--- src/bgen_dpll_pkg.sv ---
// constants for the baud generator, line encoder and clock recovery block
package bgen_dpll_pkg;

   // register byte addresses on the wishbone slave
   localparam logic [7:0] ADDR_TC_LOW       = 8'h00;
   localparam logic [7:0] ADDR_TC_HIGH      = 8'h04;
   localparam logic [7:0] ADDR_BAUD_PLL_CTL = 8'h08;
   localparam logic [7:0] ADDR_MISC_LINE    = 8'h0c;
   localparam logic [7:0] ADDR_CLOCK_ROUTE  = 8'h10;
   localparam logic [7:0] ADDR_STATUS       = 8'h14;

   // baud_pll_control_reg fields
   localparam int BPC_ENABLE_BIT = 0;
   localparam int BPC_SOURCE_BIT = 1;
   localparam int BPC_CMD_LSB    = 5;
   localparam int BPC_CMD_MSB    = 7;

   // misc_line_control_reg encoding field
   localparam int MLC_ENC_LSB = 5;
   localparam int MLC_ENC_MSB = 6;

   // status register bit positions
   localparam int ST_ZERO_BIT    = 0;
   localparam int ST_RUN_BIT     = 1;
   localparam int ST_PLL_EN_BIT  = 2;
   localparam int ST_SEARCH_BIT  = 3;
   localparam int ST_FM_BIT      = 4;
   localparam int ST_PLL_SRC_BIT = 5;

   // reset values
   localparam logic [7:0] TC_RESET        = 8'h00;
   localparam logic       BGEN_EN_RESET   = 1'b0;
   localparam logic       BGEN_SRC_RESET  = 1'b0;
   localparam logic [1:0] ENC_RESET       = 2'h0;

   // dpll counter landmarks
   localparam logic [4:0] PLL_SEARCH_COUNT = 5'h10;
   localparam logic [4:0] PLL_ADJ_COUNT    = 5'h05;
   localparam logic [4:0] NRZI_LATE_LAST   = 5'h0e;
   localparam logic [4:0] NRZI_EARLY_FIRST = 5'h11;
   localparam logic [4:0] FM_EARLY_FIRST   = 5'h10;
   localparam logic [4:0] FM_EARLY_LAST    = 5'h12;
   localparam logic [4:0] FM_LATE_FIRST    = 5'h0c;
   localparam logic [4:0] FM_LATE_LAST     = 5'h0f;

   typedef enum logic [1:0] {ENC_NRZ, ENC_NRZI, ENC_FM1, ENC_FM0} line_enc_t;

   typedef enum logic [2:0] {
      CMD_NULL, CMD_ENTER_SEARCH, CMD_CLEAR_ADJUST, CMD_DISABLE_PLL,
      CMD_SRC_BGEN, CMD_SRC_PIN, CMD_MODE_FM, CMD_MODE_NRZI
   } pll_cmd_t;

   typedef enum logic [1:0] {ADJ_NONE, ADJ_SHORTEN, ADJ_EXTEND} pll_adj_t;

endpackage

--- src/baud_gen_encoding_dpll.sv ---
// baud generator, line encoder/decoder and digital pll behind a wishbone slave
//
// Operation
// - 17-bit down-counter, two-byte constant, divide-by-two output
// - low byte and high byte form constant
// - rate is clock over 2*mode*(tc+2)
// - source bit picks clock pin or bus clock
// - enable bit runs generator, reset clears it
// - enable synchronised on start, stops at once
// - zero count reloads constant and toggles output
// - zero signal one cycle, held, reset active
// - reset selects the clock pin source
// - two bits choose encoding, always in effect
// - nrz: one high, zero low
// - fm1: boundary transition, mid transition for one
// - fm0: boundary transition, mid transition for zero
// - receiver and transmitter: falling edge in nrz types, both edges in fm
// - pll: 5-bit counter, edge detector, two decoders
// - three command bits drive seven pll commands
// - enter search enables pll or restarts search
// - search holds count until first data edge
// - nrzi: 32x clock, identical mid-cell outputs
// - fm: 16x clock, transmit lags quarter cycle
//
// Decided for this implementation: the register offsets and the Wishbone slave port.
`timescale 1ns/1ps
module baud_gen_encoding_dpll
   import bgen_dpll_pkg::*;
#(
   parameter int TC_WIDTH = 16
)
(
   input  wire logic        sys_clk,             // system and bus clock
   input  wire logic        reset,               // synchronous, active high
   input  wire logic        wb_cyc_i,            // wishbone cycle
   input  wire logic        wb_stb_i,            // wishbone strobe
   input  wire logic        wb_we_i,             // wishbone write
   input  wire logic [7:0]  wb_adr_i,            // wishbone byte address
   input  wire logic [3:0]  wb_sel_i,            // wishbone byte lanes
   input  wire logic [31:0] wb_dat_i,            // wishbone write data
   output logic      [31:0] wb_dat_o,            // wishbone read data
   output logic             wb_ack_o,            // wishbone acknowledge
   input  wire logic        recv_xmit_clock_pin, // clock pin, asynchronous
   input  wire logic        rx_line_pin,         // encoded receive line, asynchronous
   input  wire logic        tx_data,             // next transmit bit
   output logic             tx_bit_take,         // pulse: tx_data consumed
   output logic             tx_line,             // encoded transmit line
   output logic             rx_bit,              // decoded receive bit
   output logic             rx_bit_valid,        // pulse: rx_bit is new
   output logic             bgen_out,            // generator divide-by-two output
   output logic             bgen_zero_count,     // generator zero count
   output logic             dpll_rx_clk,         // pll receive clock
   output logic             dpll_tx_clk          // pll transmit clock
);

   // register state
   logic [7:0]          tc_low;
   logic [7:0]          tc_high;
   logic                bgen_enable;
   logic                bgen_source;
   logic [1:0]          line_enc;
   logic                tclk_from_pll;
   logic                rclk_from_pll;
   logic                cmd_valid;
   pll_cmd_t            cmd;

   // synchronisers
   logic [1:0]          pin_sync;
   logic [1:0]          rxd_sync;
   logic                pin_prev;
   logic                rxd_prev;
   logic                pin_rise;
   logic                rxd_edge;

   // generator
   logic [TC_WIDTH-1:0] time_const;
   logic [TC_WIDTH:0]   bgen_cnt;
   logic [1:0]          en_sync;
   logic                bgen_tick;
   logic                bgen_run;
   logic                bgen_rise;
   logic                bgen_fall;

   // pll
   logic [4:0]          pll_cnt;
   logic                pll_enable;
   logic                pll_search;
   logic                pll_fm;
   logic                pll_src_bgen;
   logic                pll_tick;
   logic                edge_pending;
   pll_adj_t            pll_adj;

   // encoder and decoder
   logic                tclk_level;
   logic                tclk_prev;
   logic                rclk_level;
   logic                rclk_prev;
   logic                tx_cur_bit;
   logic                rx_first;
   logic                rx_last_level;
   logic                wr_hit;

   assign wr_hit = wb_cyc_i && wb_stb_i && wb_we_i && wb_ack_o && wb_sel_i[0];

   // single-cycle ack, deasserted the cycle after it is given
   always_ff @(posedge sys_clk)
   begin
      if (reset)
         wb_ack_o <= 1'b0;
      else
         wb_ack_o <= wb_cyc_i && wb_stb_i && !wb_ack_o;
   end

   // register writes; unmapped writes are acknowledged and dropped
   always_ff @(posedge sys_clk)
   begin
      if (reset)
      begin
         tc_low        <= TC_RESET;
         tc_high       <= TC_RESET;
         bgen_enable   <= BGEN_EN_RESET;
         bgen_source   <= BGEN_SRC_RESET;
         line_enc      <= ENC_RESET;
         tclk_from_pll <= 1'b0;
         rclk_from_pll <= 1'b0;
      end
      else if (wr_hit)
      begin
         if (wb_adr_i == ADDR_TC_LOW)
            tc_low <= wb_dat_i[7:0];
         else if (wb_adr_i == ADDR_TC_HIGH)
            tc_high <= wb_dat_i[7:0];
         else if (wb_adr_i == ADDR_BAUD_PLL_CTL)
         begin
            bgen_enable <= wb_dat_i[BPC_ENABLE_BIT];
            bgen_source <= wb_dat_i[BPC_SOURCE_BIT];
         end
         else if (wb_adr_i == ADDR_MISC_LINE)
            line_enc <= wb_dat_i[MLC_ENC_MSB:MLC_ENC_LSB];
         else if (wb_adr_i == ADDR_CLOCK_ROUTE)
         begin
            tclk_from_pll <= wb_dat_i[0];
            rclk_from_pll <= wb_dat_i[1];
         end
      end
   end

   // pll command decode, a pulse on each control register write
   // command in top three bits
   assign cmd_valid = wr_hit && (wb_adr_i == ADDR_BAUD_PLL_CTL);
   assign cmd       = pll_cmd_t'(wb_dat_i[BPC_CMD_MSB:BPC_CMD_LSB]);

   // read mux; write-only registers read as zero
   always_ff @(posedge sys_clk)
   begin
      if (reset)
         wb_dat_o <= 32'h00000000;
      else if (wb_cyc_i && wb_stb_i && !wb_we_i && !wb_ack_o)
      begin
         wb_dat_o <= 32'h00000000;
         if (wb_adr_i == ADDR_STATUS)
         begin
            wb_dat_o[ST_ZERO_BIT]    <= bgen_zero_count;
            wb_dat_o[ST_RUN_BIT]     <= bgen_run;
            wb_dat_o[ST_PLL_EN_BIT]  <= pll_enable;
            wb_dat_o[ST_SEARCH_BIT]  <= pll_search;
            wb_dat_o[ST_FM_BIT]      <= pll_fm;
            wb_dat_o[ST_PLL_SRC_BIT] <= pll_src_bgen;
         end
         else if (wb_adr_i == ADDR_CLOCK_ROUTE)
            wb_dat_o[1:0] <= {rclk_from_pll, tclk_from_pll};
      end
   end

   // pin synchronisers; only the second stage is looked at
   always_ff @(posedge sys_clk)
   begin
      if (reset)
      begin
         pin_sync <= 2'h0;
         rxd_sync <= 2'h0;
         pin_prev <= 1'b0;
         rxd_prev <= 1'b0;
      end
      else
      begin
         pin_sync <= {pin_sync[0], recv_xmit_clock_pin};
         rxd_sync <= {rxd_sync[0], rx_line_pin};
         pin_prev <= pin_sync[1];
         rxd_prev <= rxd_sync[1];
      end
   end

   assign pin_rise = pin_sync[1] && !pin_prev;
   assign rxd_edge = rxd_sync[1] ^ rxd_prev;

   // low byte from tc_low, high byte from tc_high
   assign time_const = {tc_high, tc_low};

   // source 0 counts pin rises, 1 counts every bus clock
   assign bgen_tick = bgen_source ? 1'b1 : pin_rise;

   // enable passes two generator ticks; clearing is immediate
   always_ff @(posedge sys_clk)
   begin
      if (reset || !bgen_enable)
         en_sync <= 2'h0;
      else if (bgen_tick)
         en_sync <= {en_sync[0], 1'b1};
   end

   assign bgen_run = bgen_enable && en_sync[1];

   // reload tc+1 so each half period is tc+2 ticks
   always_ff @(posedge sys_clk)
   begin
      if (reset)
      begin
         bgen_cnt <= '0;
         bgen_out <= 1'b0;
      end
      else if (bgen_run && bgen_tick)
      begin
         if (bgen_cnt == '0)
         begin
            bgen_cnt <= {1'b0, time_const} + {{TC_WIDTH{1'b0}}, 1'b1};
            bgen_out <= !bgen_out;
         end
         else
            bgen_cnt <= bgen_cnt - {{TC_WIDTH{1'b0}}, 1'b1};
      end
   end

   // zero while count is 0; held when stopped; active from reset
   assign bgen_zero_count = (bgen_cnt == '0);

   // output edges of the generator, seen as one-cycle pulses
   assign bgen_rise = bgen_run && bgen_tick && bgen_zero_count && !bgen_out;
   assign bgen_fall = bgen_run && bgen_tick && bgen_zero_count && bgen_out;

   // pll clock from a two-way choice of sources
   assign pll_tick = pll_src_bgen ? bgen_rise : pin_rise;

   // pll control state from commands
   always_ff @(posedge sys_clk)
   begin
      if (reset)
      begin
         pll_enable   <= 1'b0;
         pll_src_bgen <= 1'b0;
         pll_fm       <= 1'b0;
      end
      else if (cmd_valid)
      begin
         case (cmd)
            CMD_ENTER_SEARCH: pll_enable   <= 1'b1;
            CMD_DISABLE_PLL:  pll_enable   <= 1'b0;
            CMD_SRC_BGEN:     pll_src_bgen <= 1'b1;
            CMD_SRC_PIN:      pll_src_bgen <= 1'b0;
            CMD_MODE_FM:      pll_fm       <= 1'b1;
            CMD_MODE_NRZI:    pll_fm       <= 1'b0;
            default:          pll_enable   <= pll_enable;
         endcase
      end
   end

   // edge detector, remembered until the next pll tick
   always_ff @(posedge sys_clk)
   begin
      if (reset || !pll_enable)
         edge_pending <= 1'b0;
      else if (pll_tick)
         edge_pending <= 1'b0;
      else if (rxd_edge)
         edge_pending <= 1'b1;
   end

   // 5-bit counter, held at search count while idle
   always_ff @(posedge sys_clk)
   begin
      if (reset || !pll_enable)
      begin
         pll_cnt    <= PLL_SEARCH_COUNT;
         pll_search <= 1'b1;
         pll_adj    <= ADJ_NONE;
      end
      else if (cmd_valid && cmd == CMD_ENTER_SEARCH)
      begin
         pll_cnt    <= PLL_SEARCH_COUNT;
         pll_search <= 1'b1;
         pll_adj    <= ADJ_NONE;
      end
      else if (cmd_valid && cmd == CMD_CLEAR_ADJUST)
         pll_adj <= ADJ_NONE;
      else if (pll_tick)
      begin
         if (pll_search)
         begin
            // first edge taken as a cell boundary
            if (edge_pending || rxd_edge)
            begin
               pll_search <= 1'b0;
               pll_cnt    <= PLL_SEARCH_COUNT + 5'h01;
            end
         end
         else
         begin
            // correction by deleting or doubling the adjust count
            if (pll_adj == ADJ_SHORTEN && pll_cnt == PLL_ADJ_COUNT - 5'h01)
               pll_cnt <= PLL_ADJ_COUNT + 5'h01;
            else if (!(pll_adj == ADJ_EXTEND && pll_cnt == PLL_ADJ_COUNT))
               pll_cnt <= pll_cnt + 5'h01;
            if ((pll_adj == ADJ_SHORTEN && pll_cnt == PLL_ADJ_COUNT - 5'h01)
                || (pll_adj == ADJ_EXTEND && pll_cnt == PLL_ADJ_COUNT))
               pll_adj <= ADJ_NONE;
            else if ((edge_pending || rxd_edge) && !pll_fm)
            begin
               if (pll_cnt <= NRZI_LATE_LAST)
                  pll_adj <= ADJ_SHORTEN;
               else if (pll_cnt >= NRZI_EARLY_FIRST)
                  pll_adj <= ADJ_EXTEND;
            end
            else if ((edge_pending || rxd_edge) && pll_fm)
            begin
               // data transitions outside the windows are ignored
               if (pll_cnt >= FM_EARLY_FIRST && pll_cnt <= FM_EARLY_LAST)
                  pll_adj <= ADJ_EXTEND;
               else if (pll_cnt >= FM_LATE_FIRST && pll_cnt <= FM_LATE_LAST)
                  pll_adj <= ADJ_SHORTEN;
            end
         end
      end
   end

   // two output decoders, registered
   always_ff @(posedge sys_clk)
   begin
      if (reset)
      begin
         dpll_rx_clk <= 1'b1;
         dpll_tx_clk <= 1'b1;
      end
      else if (pll_fm)
      begin
         // rx edges at 1/4 and 3/4 cell, tx a quarter later
         dpll_rx_clk <= pll_cnt[3] ^ pll_cnt[2];
         dpll_tx_clk <= pll_cnt[3];
      end
      else
      begin
         dpll_rx_clk <= pll_cnt[4];
         dpll_tx_clk <= pll_cnt[4];
      end
   end

   // transmit and receive clock routing
   assign tclk_level = tclk_from_pll ? dpll_tx_clk : bgen_out;
   assign rclk_level = rclk_from_pll ? dpll_rx_clk : bgen_out;

   always_ff @(posedge sys_clk)
   begin
      if (reset)
      begin
         tclk_prev <= 1'b0;
         rclk_prev <= 1'b0;
      end
      else
      begin
         tclk_prev <= tclk_level;
         rclk_prev <= rclk_level;
      end
   end

   // encoder: falling edge is the cell boundary, rising mid-cell
   always_ff @(posedge sys_clk)
   begin
      if (reset)
      begin
         tx_line     <= 1'b1;
         tx_cur_bit  <= 1'b1;
         tx_bit_take <= 1'b0;
      end
      else
      begin
         tx_bit_take <= 1'b0;
         if (tclk_prev && !tclk_level)
         begin
            tx_bit_take <= 1'b1;
            tx_cur_bit  <= tx_data;
            case (line_enc_t'(line_enc))
               ENC_NRZ:  tx_line <= tx_data;
               ENC_NRZI: tx_line <= tx_line ^ !tx_data;
               default:  tx_line <= !tx_line;
            endcase
         end
         else if (!tclk_prev && tclk_level)
         begin
            if (line_enc_t'(line_enc) == ENC_FM1 && tx_cur_bit)
               tx_line <= !tx_line;
            else if (line_enc_t'(line_enc) == ENC_FM0 && !tx_cur_bit)
               tx_line <= !tx_line;
         end
      end
   end

   // decoder: nrz types on falling edge, fm on both
   always_ff @(posedge sys_clk)
   begin
      if (reset)
      begin
         rx_bit        <= 1'b0;
         rx_bit_valid  <= 1'b0;
         rx_first      <= 1'b0;
         rx_last_level <= 1'b1;
      end
      else
      begin
         rx_bit_valid <= 1'b0;
         if (!rclk_prev && rclk_level)
            rx_first <= rxd_sync[1];
         else if (rclk_prev && !rclk_level)
         begin
            rx_bit_valid  <= 1'b1;
            rx_last_level <= rxd_sync[1];
            case (line_enc_t'(line_enc))
               ENC_NRZ:  rx_bit <= rxd_sync[1];
               ENC_NRZI: rx_bit <= (rxd_sync[1] == rx_last_level);
               ENC_FM1:  rx_bit <= (rxd_sync[1] != rx_first);
               default:  rx_bit <= (rxd_sync[1] == rx_first);
            endcase
         end
      end
   end

endmodule

--- config.mk ---
export PLATFORM = sky130hd
export DESIGN_NAME = baud_gen_encoding_dpll
export DESIGN_NICKNAME = d
export VERILOG_FILES = /design/src/bgen_dpll_pkg.sv /design/src/baud_gen_encoding_dpll.sv
export SDC_FILE = /design/constraint.sdc
export NUM_CORES = 1
export LEC_CHECK = 0
export ABC_AREA = 1
export ABC_CLOCK_PERIOD_IN_PS = 1900
export BUFFER_PORTS_ARGS = -buffer_cell sky130_fd_sc_hd__buf_2
export CORE_MARGIN = 5
export CORE_UTILIZATION = 35
export DETAILED_ROUTE_END_ITERATION = 8
export GPL_TIMING_DRIVEN = 0
export PLACE_DENSITY = 0.56
export SYNTH_ARGS = -nofsm -noshare
export SYNTH_HDL_FRONTEND = slang
export SYNTH_SLANG_ARGS = --single-unit
--- constraint.sdc ---
create_clock -name sys_clk -period 1.9 [get_ports sys_clk]
set_input_delay 0.38 -clock sys_clk [delete_from_list [all_inputs] [get_ports sys_clk]]
set_output_delay 0.38 -clock sys_clk [all_outputs]
set_load 0.02 [all_outputs]
Word level (Yosys, flattened, before mapping)

Index checks and enable logic that the tools add are counted.

Register bits: 78
Bits of input ports: 52
Output and inout port bits: 41
Word-level logic and storage cells: 185

Add/subtract/negate cells: 3
Order comparisons: 6
Eq/ne operators: 25
Multiplexer cells: 34
Bitwise logic cells: 10
Reductions and logical operators: 73

Operators by type and width:

| operator              | count |
|---|---|
| $logic_and 1x1->1     | 27 |
| $mux 5                | 4 |
| $mux 2                | 9 |
| $add 16x1->17 const B | 1 |
| $logic_not 17->1      | 1 |
| $mux 17               | 1 |
| $sub 17x1->17 const B | 1 |
| $eq 8x4->1 const B    | 2 |
| $eq 8x5->1 const B    | 2 |
| $reduce_and 2->1      | 8 |
| $logic_not 1->1       | 14 |
| $mux 1                | 14 |
| $eq 3x3->1 const B    | 4 |
| $eq 5x3->1 const B    | 2 |
| $ge 5x5->1 const B    | 2 |
| $le 5x4->1 const B    | 2 |
| $reduce_and 5->1      | 2 |
| $eq 8x3->1 const B    | 1 |
| $logic_not 8->1       | 1 |
| $pmux 1 s2            | 4 |
| $reduce_and 4->1      | 2 |
| $reduce_bool 2->1     | 4 |
| $not 1->1             | 7 |
| $eq 2x2->1 const B    | 3 |
| 22 further kinds      | 33 |

Longest topological paths before layout

Gate-level depths: netlist of run 1.

Depth after elaboration: 8
Gate-level depth with buffers: 14
Depth with buffers taken out: 14

Worst setup path after synthesis of run 1

OpenSTA, ideal clock, no wires.

Kind: register to register
Start point: register bgen_cnt[0]
End point: register bgen_cnt[8]
Library setup time: 0.057 ns
Arrival: 1.561 ns
Data required time: 1.843 ns
Slack: 0.283 ns
Stages on the path, launching flop included: 13
Path buffers: 0
Clock period less this slack: 1.617 ns
Cell sequence: dfxtp_1 -> inv_1 -> ha_1 -> inv_1 -> nor2_1 -> nand2_1 -> nor2_1 -> nand2_2 -> inv_1 -> o21ai_0 -> a21oi_1 -> o21ai_0 -> inv_1

Cells in the longest elaborated chain, start to end: 2
Elaborated cells on any way between the ends: 3
Classes of those cells: 1 x add/sub; 1 x mux; 1 x reduce/logical

Ends and longest elaborated chain:

| what                     | RTL line                      | source |
|---|---|---|
| start: declaration       | baud_gen_encoding_dpll.sv:77  | `logic [TC_WIDTH:0] bgen_cnt;` |
| start signal: assignment | baud_gen_encoding_dpll.sv:227 | `bgen_cnt <= {1'b0, time_const} + {{TC_WIDTH{1'b0}}, 1'b1};` |
| start signal: assignment | baud_gen_encoding_dpll.sv:231 | `bgen_cnt <= bgen_cnt - {{TC_WIDTH{1'b0}}, 1'b1};` |
| $logic_not 17->1         | --                            |  |
| net bgen_zero_count      | baud_gen_encoding_dpll.sv:51  | `output logic bgen_zero_count,` |
| $mux 17                  | baud_gen_encoding_dpll.sv:225 | `if (bgen_cnt == '0)` |

The timed path passes the listed nets, and every way through them passes these cells.
A chain may end at the register's enable or synchronous reset.

Final worst setup path of run 1

Start point: register bgen_cnt[0]
End point: output port bgen_zero_count

Cells in the longest elaborated chain, start to end: 1

Ends and longest elaborated chain:

| what             | RTL line                      | source |
|---|---|---|
| $logic_not 17->1 | baud_gen_encoding_dpll.sv:236 | `assign bgen_zero_count = (bgen_cnt == '0);` |
| end: declaration | baud_gen_encoding_dpll.sv:51  |  |

No other way between the ends.

==> results.sh, run 1 <==
export IMPL_drt_vias_per_instance=4.68
export IMPL_die_area_mm2=0.0153
export IMPL_place_ws_ps=-38.6
export IMPL_ys_seq_elements=78
export IMPL_drt_pass1_iterations=5
export IMPL_ys_top_cells_by_count="109 x nand2_1, 81 x inv_1, 81 x nor2_1, 78 x dfxtp_1, 49 x nand3_1"
export IMPL_final_area_mm2=0.00540
export IMPL_crit_path_start="bgen_cnt[0]"
export IMPL_worstPathRequired_ps=1520
export IMPL_clock_latency_ps=340
export IMPL_rr_startpoint="tc_low[0]"
export IMPL_swShare_pct=24.2
export IMPL_h_tree_depth=3
export IMPL_fin_util_pct=42.6
export IMPL_route_detailed_drc=0
export IMPL_track_usage_pct=16.8
export IMPL_worstSetupEndpoint="bgen_zero_count"
export IMPL_nFillCells=1346
export IMPL_rrSetupSlack_ps=160
export IMPL_setup_slack_ps=81.7
export IMPL_regArea_mm2=0.00157
export IMPL_routed_via_count=4247
export IMPL_synth_cells=653
export IMPL_diodes=0
export IMPL_grt_pass1_wl_mm=20.0
export IMPL_clkSinkCount=78
export IMPL_period_needed_ps=1820
export IMPL_drive_above_1_share_pct=19.2
export IMPL_syn_avg_cell_area_um2=6.95
export IMPL_crit_fanout=3
export IMPL_fin_nets=795
export IMPL_ys_warn_count=0
export IMPL_clock_skew_ps=7.06
export IMPL_relSlewSlack_pct=50.3
export IMPL_reg2regPathDepth=10
export IMPL_core_mm2=0.0127
export IMPL_drt_iter0_drc=271
export IMPL_synth_area_top_cells="dfxtp_1 34%, nand2_1 9.0%, inv_1 6.7%"
export IMPL_antenna_found_initial=0
export IMPL_critPathKind="register to primary output"
export IMPL_hold_viol_final=0
export IMPL_synth_most_common_cell="nand2_1"
export IMPL_p_seq_share_pct=46.8
export IMPL_synth_seq_area_share_pct=34.4
export IMPL_ir_worst_vdd_v=0.000361
export IMPL_hold_buffers=0
export IMPL_cp_arrival_ps=1440
export IMPL_timing_rr_end="bgen_cnt[12]"
export IMPL_multi_input_area_mm2=0.00251
export IMPL_clk_path_buf_depth=2
export IMPL_drv_slew=0
export IMPL_critPathLaunchType="register"
export IMPL_status="finished clean"
export IMPL_p_sw_mw=0.856
export IMPL_setup_violations=0
export IMPL_ant_nets=0
export IMPL_synth_top_area_share_pct=34.4
export IMPL_async_flop_share_pct=0
export IMPL_cellPowerDensity_mw_per_mm2=654
export IMPL_tritoncts="yes"
export IMPL_fmax_mhz=550
export IMPL_gp_congestion=0.842
export IMPL_overflow=0
export IMPL_first_global_vias=4091
export IMPL_cts_root_buf="clkbuf_16"
export IMPL_dieWidth_um=124
export IMPL_postPlaceCellArea_mm2=0.00504
export IMPL_hpwl_mm=9.57
export IMPL_rsz0062_at_grt="false"
export IMPL_die_y_um=124
export IMPL_yosys_area_top_type="dfxtp_1"
export IMPL_finalCritPeriodShare_pct=95.7
export IMPL_wl_per_cell_um=13.5
export IMPL_grt_max_degree=14
export IMPL_min_path_type="primary input to register"
export IMPL_cts_inserted_buffers=9
export IMPL_holdWs_ps=242
export IMPL_comb_power_share_pct=6.7
export IMPL_port_buffers=38
export IMPL_endpoint_kind="primary output"
export IMPL_synth_edff_count=0
export IMPL_power_leakage_nw=2.44
export IMPL_rows=41
export IMPL_ios=93
export IMPL_clkSlewWorstSetupHoldPaths_ps=60
export IMPL_start_util_pct=35.8
export IMPL_drv_cap=0
export IMPL_clkPwrFrac_pct=46.6
export IMPL_tightestPinTransition_ps=746
export IMPL_synth_distinct_cells=41
export IMPL_area_delta_synth_final_pct=19.1
export IMPL_syn_area_mm2=0.00454
export IMPL_internal_power_mw=2.68
export IMPL_wl_mm=12.3
export IMPL_ys_flop_type="dfxtp_1"
## metal layers
layer  global-route usage [%]  vias to the layer above  wire length [um]
met5                        0                        -                 0
met4                     6.37                        0               215
met3                     3.41                       16               575
met2                     27.5                       83              5780
met1                     21.6                     1899              5710
li1                         -                     2249                 -
## power by group through the flow
stage,combinational (mW),clock [mW],sequential (mW)
floorplan,0.153,0,1.70
global placement,0.232,0,1.69
detailed placement,0.234,0,1.69
CTS,0.235,1.68,1.65
global route,0.261,1.75,1.65
finish,0.235,1.65,1.65
## worst min path at each step
stage / from / end / slack, ps / depth (start not counted)
global route: rx_line_pin / rxd_sync[0] / 270 / 3
CTS: recv_xmit_clock_pin / pin_sync[0] / 230 / 3
global placement: rxd_sync[0] / rxd_sync[1] / 390 / 2
floorplan: pin_sync[0] / pin_sync[1] / 390 / 2
detailed placement: rxd_sync[0] / rxd_sync[1] / 400 / 2
finish: rx_line_pin / rxd_sync[0] / 240 / 3
## state kept, by name (all words and copies together) (netlist names), 2 cells and up
name and count:
pll_cnt 5, wb_dat_o 6, en_sync 2, line_enc 2, tc_low 8, tc_high 8
bgen_cnt 17, rxd_sync 2, pll_adj 2, pin_sync 2
## worst max-delay path, cell delays in order, from the launching register on
cell     delay (ps)
dfxtp_4         350
inv_4            70
ha_4            130
inv_1            40
nor2_2           90
nand2_1          70
nor2_2           90
nand2_2          90
inv_4            60
buf_6           110
## cell usage in the layout, fill, tap and decap left out, drive strengths merged, types with 3 or more instances in the layout
cell type	instances
buf	75
nand3b	3
a211oi	17
dfxtp	78
xor2	14
inv	89
nor3	19
nand2	117
or2	3
nand3	51
nor2	96
o211ai	8
o221ai	3
o31ai	4
a21oi	35
clkbuf	19
nand4	13
ha	12
o21ai	45
clkinv	3
conb	26
## kinds of logic (layout without fill, tap and decap cells)
| logic type | Yosys count | count (layout) | share of synthesized area (%) |
|---|---|---|---|
| other | 1 | 26 | 0.0827 |
| buffers and inverters | 129 | 187 | 13.2 |
| AOI/OAI and AO/OA | 116 | 116 | 15.1 |
| xor gates and xnor gates | 14 | 14 | 2.70 |
| DFF | 78 | 78 | 34.4 |
| adders and majority gates | 12 | 12 | 3.31 |
| and+or+nand+nor | 303 | 303 | 31.2 |
## final cells by class
type                    instances  share of cell area [%]
well taps                     172                    3.98
repair buffers                 42                    4.19
inverters                      88                    6.25
clock inverters                 5                   0.579
multi-input cells             471                    46.4
clock buffers                  11                    4.68
plain buffers                  41                    4.91
flip-flops and latches         78                    29.0
## what timing repair did
action,in CTS,in global routing
pin swaps,4,3
buffers inserted,4,0
setup endpoints to repair,2,9
resized for setup,12,7
gates cloned,0,0
## through the flow
step | TNS [ps] | power [mW] | cells
floorplan | 0 | 1.85 | 678
global placement | -161 | 1.92 | 888
detailed placement | -106 | 1.92 | 888
CTS | 0 | 3.57 | 908
global route | 0 | 3.66 | 908
finish | 0 | 3.53 | 908
(Power assumes the default switching activity.)
==> run 2, diff against run 1 <==
- ABC_AREA: 1 -> not set
==> results.sh, run 2 <==
export IMPL_wl_per_cell_um=16.4
export IMPL_period_needed_ps=2070
export IMPL_regArea_mm2=0.00157
export IMPL_gp_congestion=0.872
export IMPL_synth_top_family_by_area="simple AND/OR/NAND/NOR gates"
export IMPL_synth_compound_area_share_pct=18.6
export IMPL_synth_top_area_share_pct=35.1
export IMPL_cts_root_buf="clkbuf_16"
export IMPL_grt_pass1_wl_mm=20.7
export IMPL_cts_inserted_buffers=9
export IMPL_critical_path_max_stage_delay_ps=330
export IMPL_synth_edff_count=0
export IMPL_nFillCells=1218
export IMPL_clkSinkCount=78
export IMPL_place_inst=773
export IMPL_diodes=0
export IMPL_drv_slew=0
export IMPL_ys_seq_elements=78
export IMPL_drv_cap=0
export IMPL_comb_power_share_pct=6.6
export IMPL_cp_arrival_ps=1690
export IMPL_setup_violations=16
export IMPL_core_mm2=0.0126
export IMPL_hold_viol_final=0
export IMPL_crit_chain="inv_2, ha_4, nor3b_4, and4_4, nand2_8, inv_4, buf_6, buf_6"
export IMPL_reg2regPathDepth=10
export IMPL_yosys_area_top_type="dfxtp_1"
export IMPL_ios=93
export IMPL_synthSimpleGateAreaFrac_pct=26.4
export IMPL_h_tree_depth=3
export IMPL_status="complete, but fails checks"
export IMPL_hpwl_mm=9.38
export IMPL_tritoncts="yes"
export IMPL_antenna_found_initial=0
export IMPL_min_path_type="primary input to register"
export IMPL_clock_skew_ps=9.47
export IMPL_holdPathEnd="rxd_sync[0]"
export IMPL_fin_tns_setup_ps=-840
export IMPL_grt_max_degree=14
export IMPL_internal_power_mw=2.75
export IMPL_timing_rr_end="pll_cnt[2]"
export IMPL_drt_vias_per_instance=5.30
export IMPL_first_global_vias=4026
export IMPL_final_area_mm2=0.00589
export IMPL_hp_start="rx_line_pin"
export IMPL_swShare_pct=24.0
export IMPL_crit_path_frequent_cell="buf_6"
export IMPL_hold_buffers=0
export IMPL_synth_area_top_cells="dfxtp_1 35%, mux2i_1 5.2%, buf_4 4.9%"
export IMPL_muxShareOfSynthArea_pct=5.43
export IMPL_critPathBufInv=4
export IMPL_worstPathRequired_ps=1520
export IMPL_synth_adder_area_share_pct=3.37
export IMPL_p_seq_share_pct=45.5
export IMPL_routed_via_count=4341
export IMPL_whs_path_depth=2
export IMPL_critPathLaunchType="register"
export IMPL_ys_warn_count=0
export IMPL_relSlewSlack_pct=48.4
export IMPL_power_leakage_nw=2.28
export IMPL_layout_commonest_cell="dfxtp_1"
export IMPL_clkPwrFrac_pct=47.9
export IMPL_drive_above_1_share_pct=28.7
export IMPL_crit_fanout=3
export IMPL_synth_cells=541
export IMPL_clkSlewWorstSetupHoldPaths_ps=60
export IMPL_rr_startpoint="bgen_cnt[0]"
export IMPL_route_detailed_drc=0
export IMPL_start_util_pct=35.4
export IMPL_synth_distinct_cells=61
export IMPL_clock_latency_ps=340
export IMPL_ys_flop_type="dfxtp_1"
export IMPL_ir_worst_vdd_v=0.000358
export IMPL_endpoint_kind="primary output"
export IMPL_cellPowerDensity_mw_per_mm2=614
export IMPL_port_buffers=35
export IMPL_fin_cells=819
export IMPL_overflow=0
export IMPL_die_area_mm2=0.0151
export IMPL_p_sw_mw=0.868
export IMPL_postPlaceCellArea_mm2=0.00497
export IMPL_drt_iter0_drc=261
export IMPL_finalCritPeriodShare_pct=109
export IMPL_place_ws_ps=-371
export IMPL_syn_area_mm2=0.00445
export IMPL_synth_most_common_cell="dfxtp_1"
export IMPL_crit_path_start="bgen_cnt[0]"
export IMPL_drt_pass1_iterations=5
export IMPL_rsz0062_at_grt="true"
export IMPL_ys_top_cells_by_count="78 x dfxtp_1, 50 x nor2_1, 39 x nand2_1, 37 x a21oi_1, 29 x buf_4"
export IMPL_die_y_um=123
export IMPL_clk_path_buf_depth=2
export IMPL_crit_path_top_delay_cell="dfxtp_2"
export IMPL_wl_mm=13.4
export IMPL_fmax_mhz=483
export IMPL_dieWidth_um=123
export IMPL_tightestPinTransition_ps=769
export IMPL_synth_xor_area_share_pct=2.76
export IMPL_track_usage_pct=17.7
export IMPL_rows=41
export IMPL_critPathKind="register to primary output"
export IMPL_area_delta_synth_final_pct=32.4
export IMPL_multi_input_area_mm2=0.00294
export IMPL_syn_avg_cell_area_um2=8.23
export IMPL_async_flop_share_pct=0
export IMPL_failed_checks="setup timing"
export IMPL_crit_family="simple AND/OR/NAND/NOR gates"
export IMPL_setup_slack_ps=-169
export IMPL_largest_reg_flops=17
export IMPL_largestRegisters="bgen_cnt (17), tc_high (8), tc_low (8)"
export IMPL_largest_register="bgen_cnt"
export IMPL_holdWs_ps=251
export IMPL_ant_nets=0
export IMPL_final_cell_mix="70 x dfxtp_1, 55 x buf_4, 47 x nor2_1, 38 x nand2_1, 36 x a21oi_1"
export IMPL_synth_seq_area_share_pct=35.1
export IMPL_rrSetupSlack_ps=-90
export IMPL_fin_nets=706
[run 2: cell count changes after synthesis, sizes merged, moves of 8 or more]
cell | previous run | this run
or3 | 0 | 8
mux2i | 0 | 23
inv | 88 | 16
nand3 | 51 | 27
clkbuf | 8 | 22
nor2 | 96 | 50
nand2 | 117 | 39
nor2b | 0 | 12
o21ai | 45 | 26
[run 2: worst max path at each step]
| stage | slack (ps) | cells past startpoint | end |
|---|---|---|---|
| 2_1_floorplan | -60 | 5 | tc_low[7] |
| 3_3_place_gp | -360 | 5 | pll_cnt[1] |
| 3_5_place_dp | -370 | 6 | pll_cnt[2] |
| 4_1_cts | -190 | 9 | bgen_zero_count |
| 5_1_grt | -250 | 8 | bgen_zero_count |
| 6_report | -170 | 8 | bgen_zero_count |
[run 2: cell families after synthesis]
group           Yosys count
compound gates          128
fa+ha+maj                12
other cells               1
buf+inv                  69
simple gates            215
flops                    78
mux                      24
xor+xnor                 14
[run 2: repair_timing]
action,CTS,global route
pin swaps,13,31
endpoints found under the setup margin,35,33
resized for setup,43,60
buffers inserted,21,15
[run 2: cell type report]
class                      count  share of cell area (%)
timing repair buffer          70                    8.56
inverter                      16                    1.06
tap                          172                    3.65
multi-input combinational    419                    49.9
clock inverter                 5                    1.02
sequential                    78                    26.7
buffer                        48                    5.20
clock buffer                  11                    3.95
[run 2: power by group through the flow]
stage | Sequential [mW] | Clock (mW) | Combinational (mW)
2_1_floorplan | 1.68 | 0 | 0.153
3_3_place_gp | 1.68 | 0 | 0.216
3_5_place_dp | 1.68 | 0 | 0.218
4_1_cts | 1.64 | 1.76 | 0.227
5_1_grt | 1.64 | 1.85 | 0.256
6_report | 1.64 | 1.73 | 0.239
[run 2: layer usage]
layer / vias to the layer above / global-route usage [%] / wire length, um
met4: 0 / 6.93 / 371
met2: 142 / 28.2 / 6020
li1: 2126 / - / -
met1: 2042 / 23.7 / 6160
met3: 31 / 3.50 / 894
met5: - / 0 / 0
[run 2: per-stage QoR]
stage / utilization, % / power (mW)
2_1_floorplan: - / 1.83
3_3_place_gp: 39.5 / 1.90
3_5_place_dp: 39.5 / 1.90
4_1_cts: 44.5 / 3.64
5_1_grt: 46.9 / 3.75
6_report: 46.9 / 3.62
==> run 3, diff against run 2 <==
- CORE_MARGIN: 5 -> 2
- PLACE_DENSITY: 0.56 -> 0.64
- TNS_END_PERCENT: not set -> 5
==> results.sh, run 3 (same netlist as run 2, synthesis figures left out) <==
export IMPL_critPathLaunchType="register"
export IMPL_endpoint_kind="primary output"
export IMPL_drv_cap=0
export IMPL_crit_fanout=2
export IMPL_die_area_mm2=0.0136
export IMPL_dieWidth_um=117
export IMPL_crit_path_start="bgen_cnt[1]"
export IMPL_multi_input_area_mm2=0.00278
export IMPL_power_leakage_nw=2.17
export IMPL_largestRegisters="bgen_cnt (17), tc_high (8), tc_low (8)"
export IMPL_dr_max_layer_used="met4"
export IMPL_overflow=0
export IMPL_fin_tns_setup_ps=-1270
export IMPL_h_tree_depth=3
export IMPL_period_needed_ps=2080
export IMPL_setup_violations=16
export IMPL_clkSinkCount=78
export IMPL_cp_arrival_ps=1700
export IMPL_wl_met3_um=828
export IMPL_rows=41
export IMPL_ir_worst_vdd_v=0.000460
export IMPL_hold_viol_final=0
export IMPL_fmax_mhz=482
export IMPL_hold_buffers=0
export IMPL_port_buffers=35
export IMPL_track_usage_pct=18.6
export IMPL_drive_above_1_share_pct=22.6
export IMPL_drt_pass1_iterations=7
export IMPL_final_cell_mix="73 x dfxtp_1, 48 x nor2_1, 40 x buf_4, 38 x nand2_1, 37 x a21oi_1"
export IMPL_layout_commonest_cell="dfxtp_1"
export IMPL_rsz0062_at_grt="true"
export IMPL_wl_met2_mm=5.82
export IMPL_grt_max_degree=15
export IMPL_finalCritPeriodShare_pct=109
export IMPL_die_y_um=117
export IMPL_status="complete, but fails checks"
export IMPL_ios=93
export IMPL_gp_congestion=0.937
export IMPL_clock_skew_ps=5.62
export IMPL_antenna_found_initial=0
export IMPL_worstPathRequired_ps=1520
export IMPL_clk_path_buf_depth=2
export IMPL_holdWs_ps=247
export IMPL_critPathKind="register to primary output"
export IMPL_tightestPinTransition_ps=790
export IMPL_hpwl_mm=9.29
export IMPL_nFillCells=1219
export IMPL_crit_path_frequent_cell="buf_6"
export IMPL_crit_path_top_delay_cell="dfxtp_2"
export IMPL_tritoncts="yes"
export IMPL_failed_checks="setup timing"
export IMPL_drt_vias_per_instance=5.35
export IMPL_critical_path_max_stage_delay_ps=330
export IMPL_regArea_mm2=0.00157
export IMPL_route_detailed_drc=0
export IMPL_diodes=0
export IMPL_cellPowerDensity_mw_per_mm2=711
export IMPL_fin_nets=692
export IMPL_drt_iter0_drc=350
export IMPL_core_mm2=0.0125
export IMPL_timing_rr_end="pll_adj[0]"
export IMPL_largest_register="bgen_cnt"
export IMPL_drv_slew=0
export IMPL_grt_pass1_wl_mm=19.7
export IMPL_relSlewSlack_pct=47.0
export IMPL_clock_latency_ps=340
export IMPL_rr_startpoint="bgen_cnt[1]"
export IMPL_reg2regPathDepth=9
export IMPL_area_delta_synth_final_pct=26.9
export IMPL_cts_inserted_buffers=9
export IMPL_largest_reg_flops=17
export IMPL_place_ws_ps=-352
export IMPL_ant_nets=0
export IMPL_first_global_vias=3950
export IMPL_start_util_pct=35.6
export IMPL_worstSetupEndpoint="bgen_zero_count"
export IMPL_wl_mm=12.6
export IMPL_clkSlewWorstSetupHoldPaths_ps=60
export IMPL_min_path_type="primary input to register"
export IMPL_wl_per_cell_um=15.7
export IMPL_routed_via_count=4306
export IMPL_rrSetupSlack_ps=-150
export IMPL_crit_chain="inv_2, ha_4, nor3b_4, and4_1, buf_6, nand2_8, inv_4, buf_6, buf_6"
export IMPL_wl_met1_mm=5.61
export IMPL_setup_slack_ps=-176
export IMPL_cts_root_buf="clkbuf_16"
-- run 3: changes by cell type in the layout (fill, tap and decap cells not counted), sizes merged --
cell,delta
clkinvlp,-1
bufinv,+3
buf,-18
clkbuf,+2
-- run 3: worst min path at each step --
stage	slack, ps	startpoint	cells past startpoint	endpoint
finish	250	rx_line_pin	2	rxd_sync[0]
global route	240	rx_line_pin	2	rxd_sync[0]
CTS	240	rx_line_pin	2	rxd_sync[0]
detailed placement	430	rxd_sync[0]	1	rxd_sync[1]
global placement	430	rxd_sync[0]	1	rxd_sync[1]
floorplan	410	pin_sync[0]	1	pin_sync[1]
-- run 3: report_power, final --
group	internal (mW)	switching [mW]
registers	1.64	0.00470
clock network	1.42	0.717
logic	0.0819	0.149
-- run 3: worst max-delay path, delay by kind of cell (launching register included) --
kind	cells	cell delay (ps)
AND/OR/NAND/NOR	3	460
buffers and inverters	5	440
flip-flops	1	330
adder cells (fa/ha/maj)	1	130
-- run 3: metrics by stage --
step / instance area (um^2) / power [mW] / instances / util (%)
floorplan: 4570 / 1.83 / 566 / -
global route: 5650 / 4.12 / 805 / 45.1
detailed placement: 4960 / 1.90 / 773 / 39.6
finish: 5650 / 4.02 / 805 / 45.1
CTS: 5550 / 4.03 / 804 / 44.3
global placement: 4960 / 1.90 / 773 / 39.6
-- run 3: area by class of cell --
type	count	area share [%]
Buffer	53	5.83
Inverter	16	1.11
Clock inverter	7	2.59
Tap cell	172	3.81
Sequential cell	78	27.8
Multi-Input combinational cell	419	49.2
Timing Repair Buffer	51	5.69
Clock buffer	9	3.99
-- run 3: timing repair --
action	4_1_cts	5_1_grt
pin swaps	12	5
resized for setup	26	29
buffers inserted	15	1
cloned	0	0
endpoints found under the setup margin	43	40
-- run 3: per-layer routing --
metal  vias up  global-route usage (%)
met4         0                    8.86
met2       174                    30.5
met3        25                    2.23
met5         -                       0
met1      2009                    24.4
li1       2098                       -
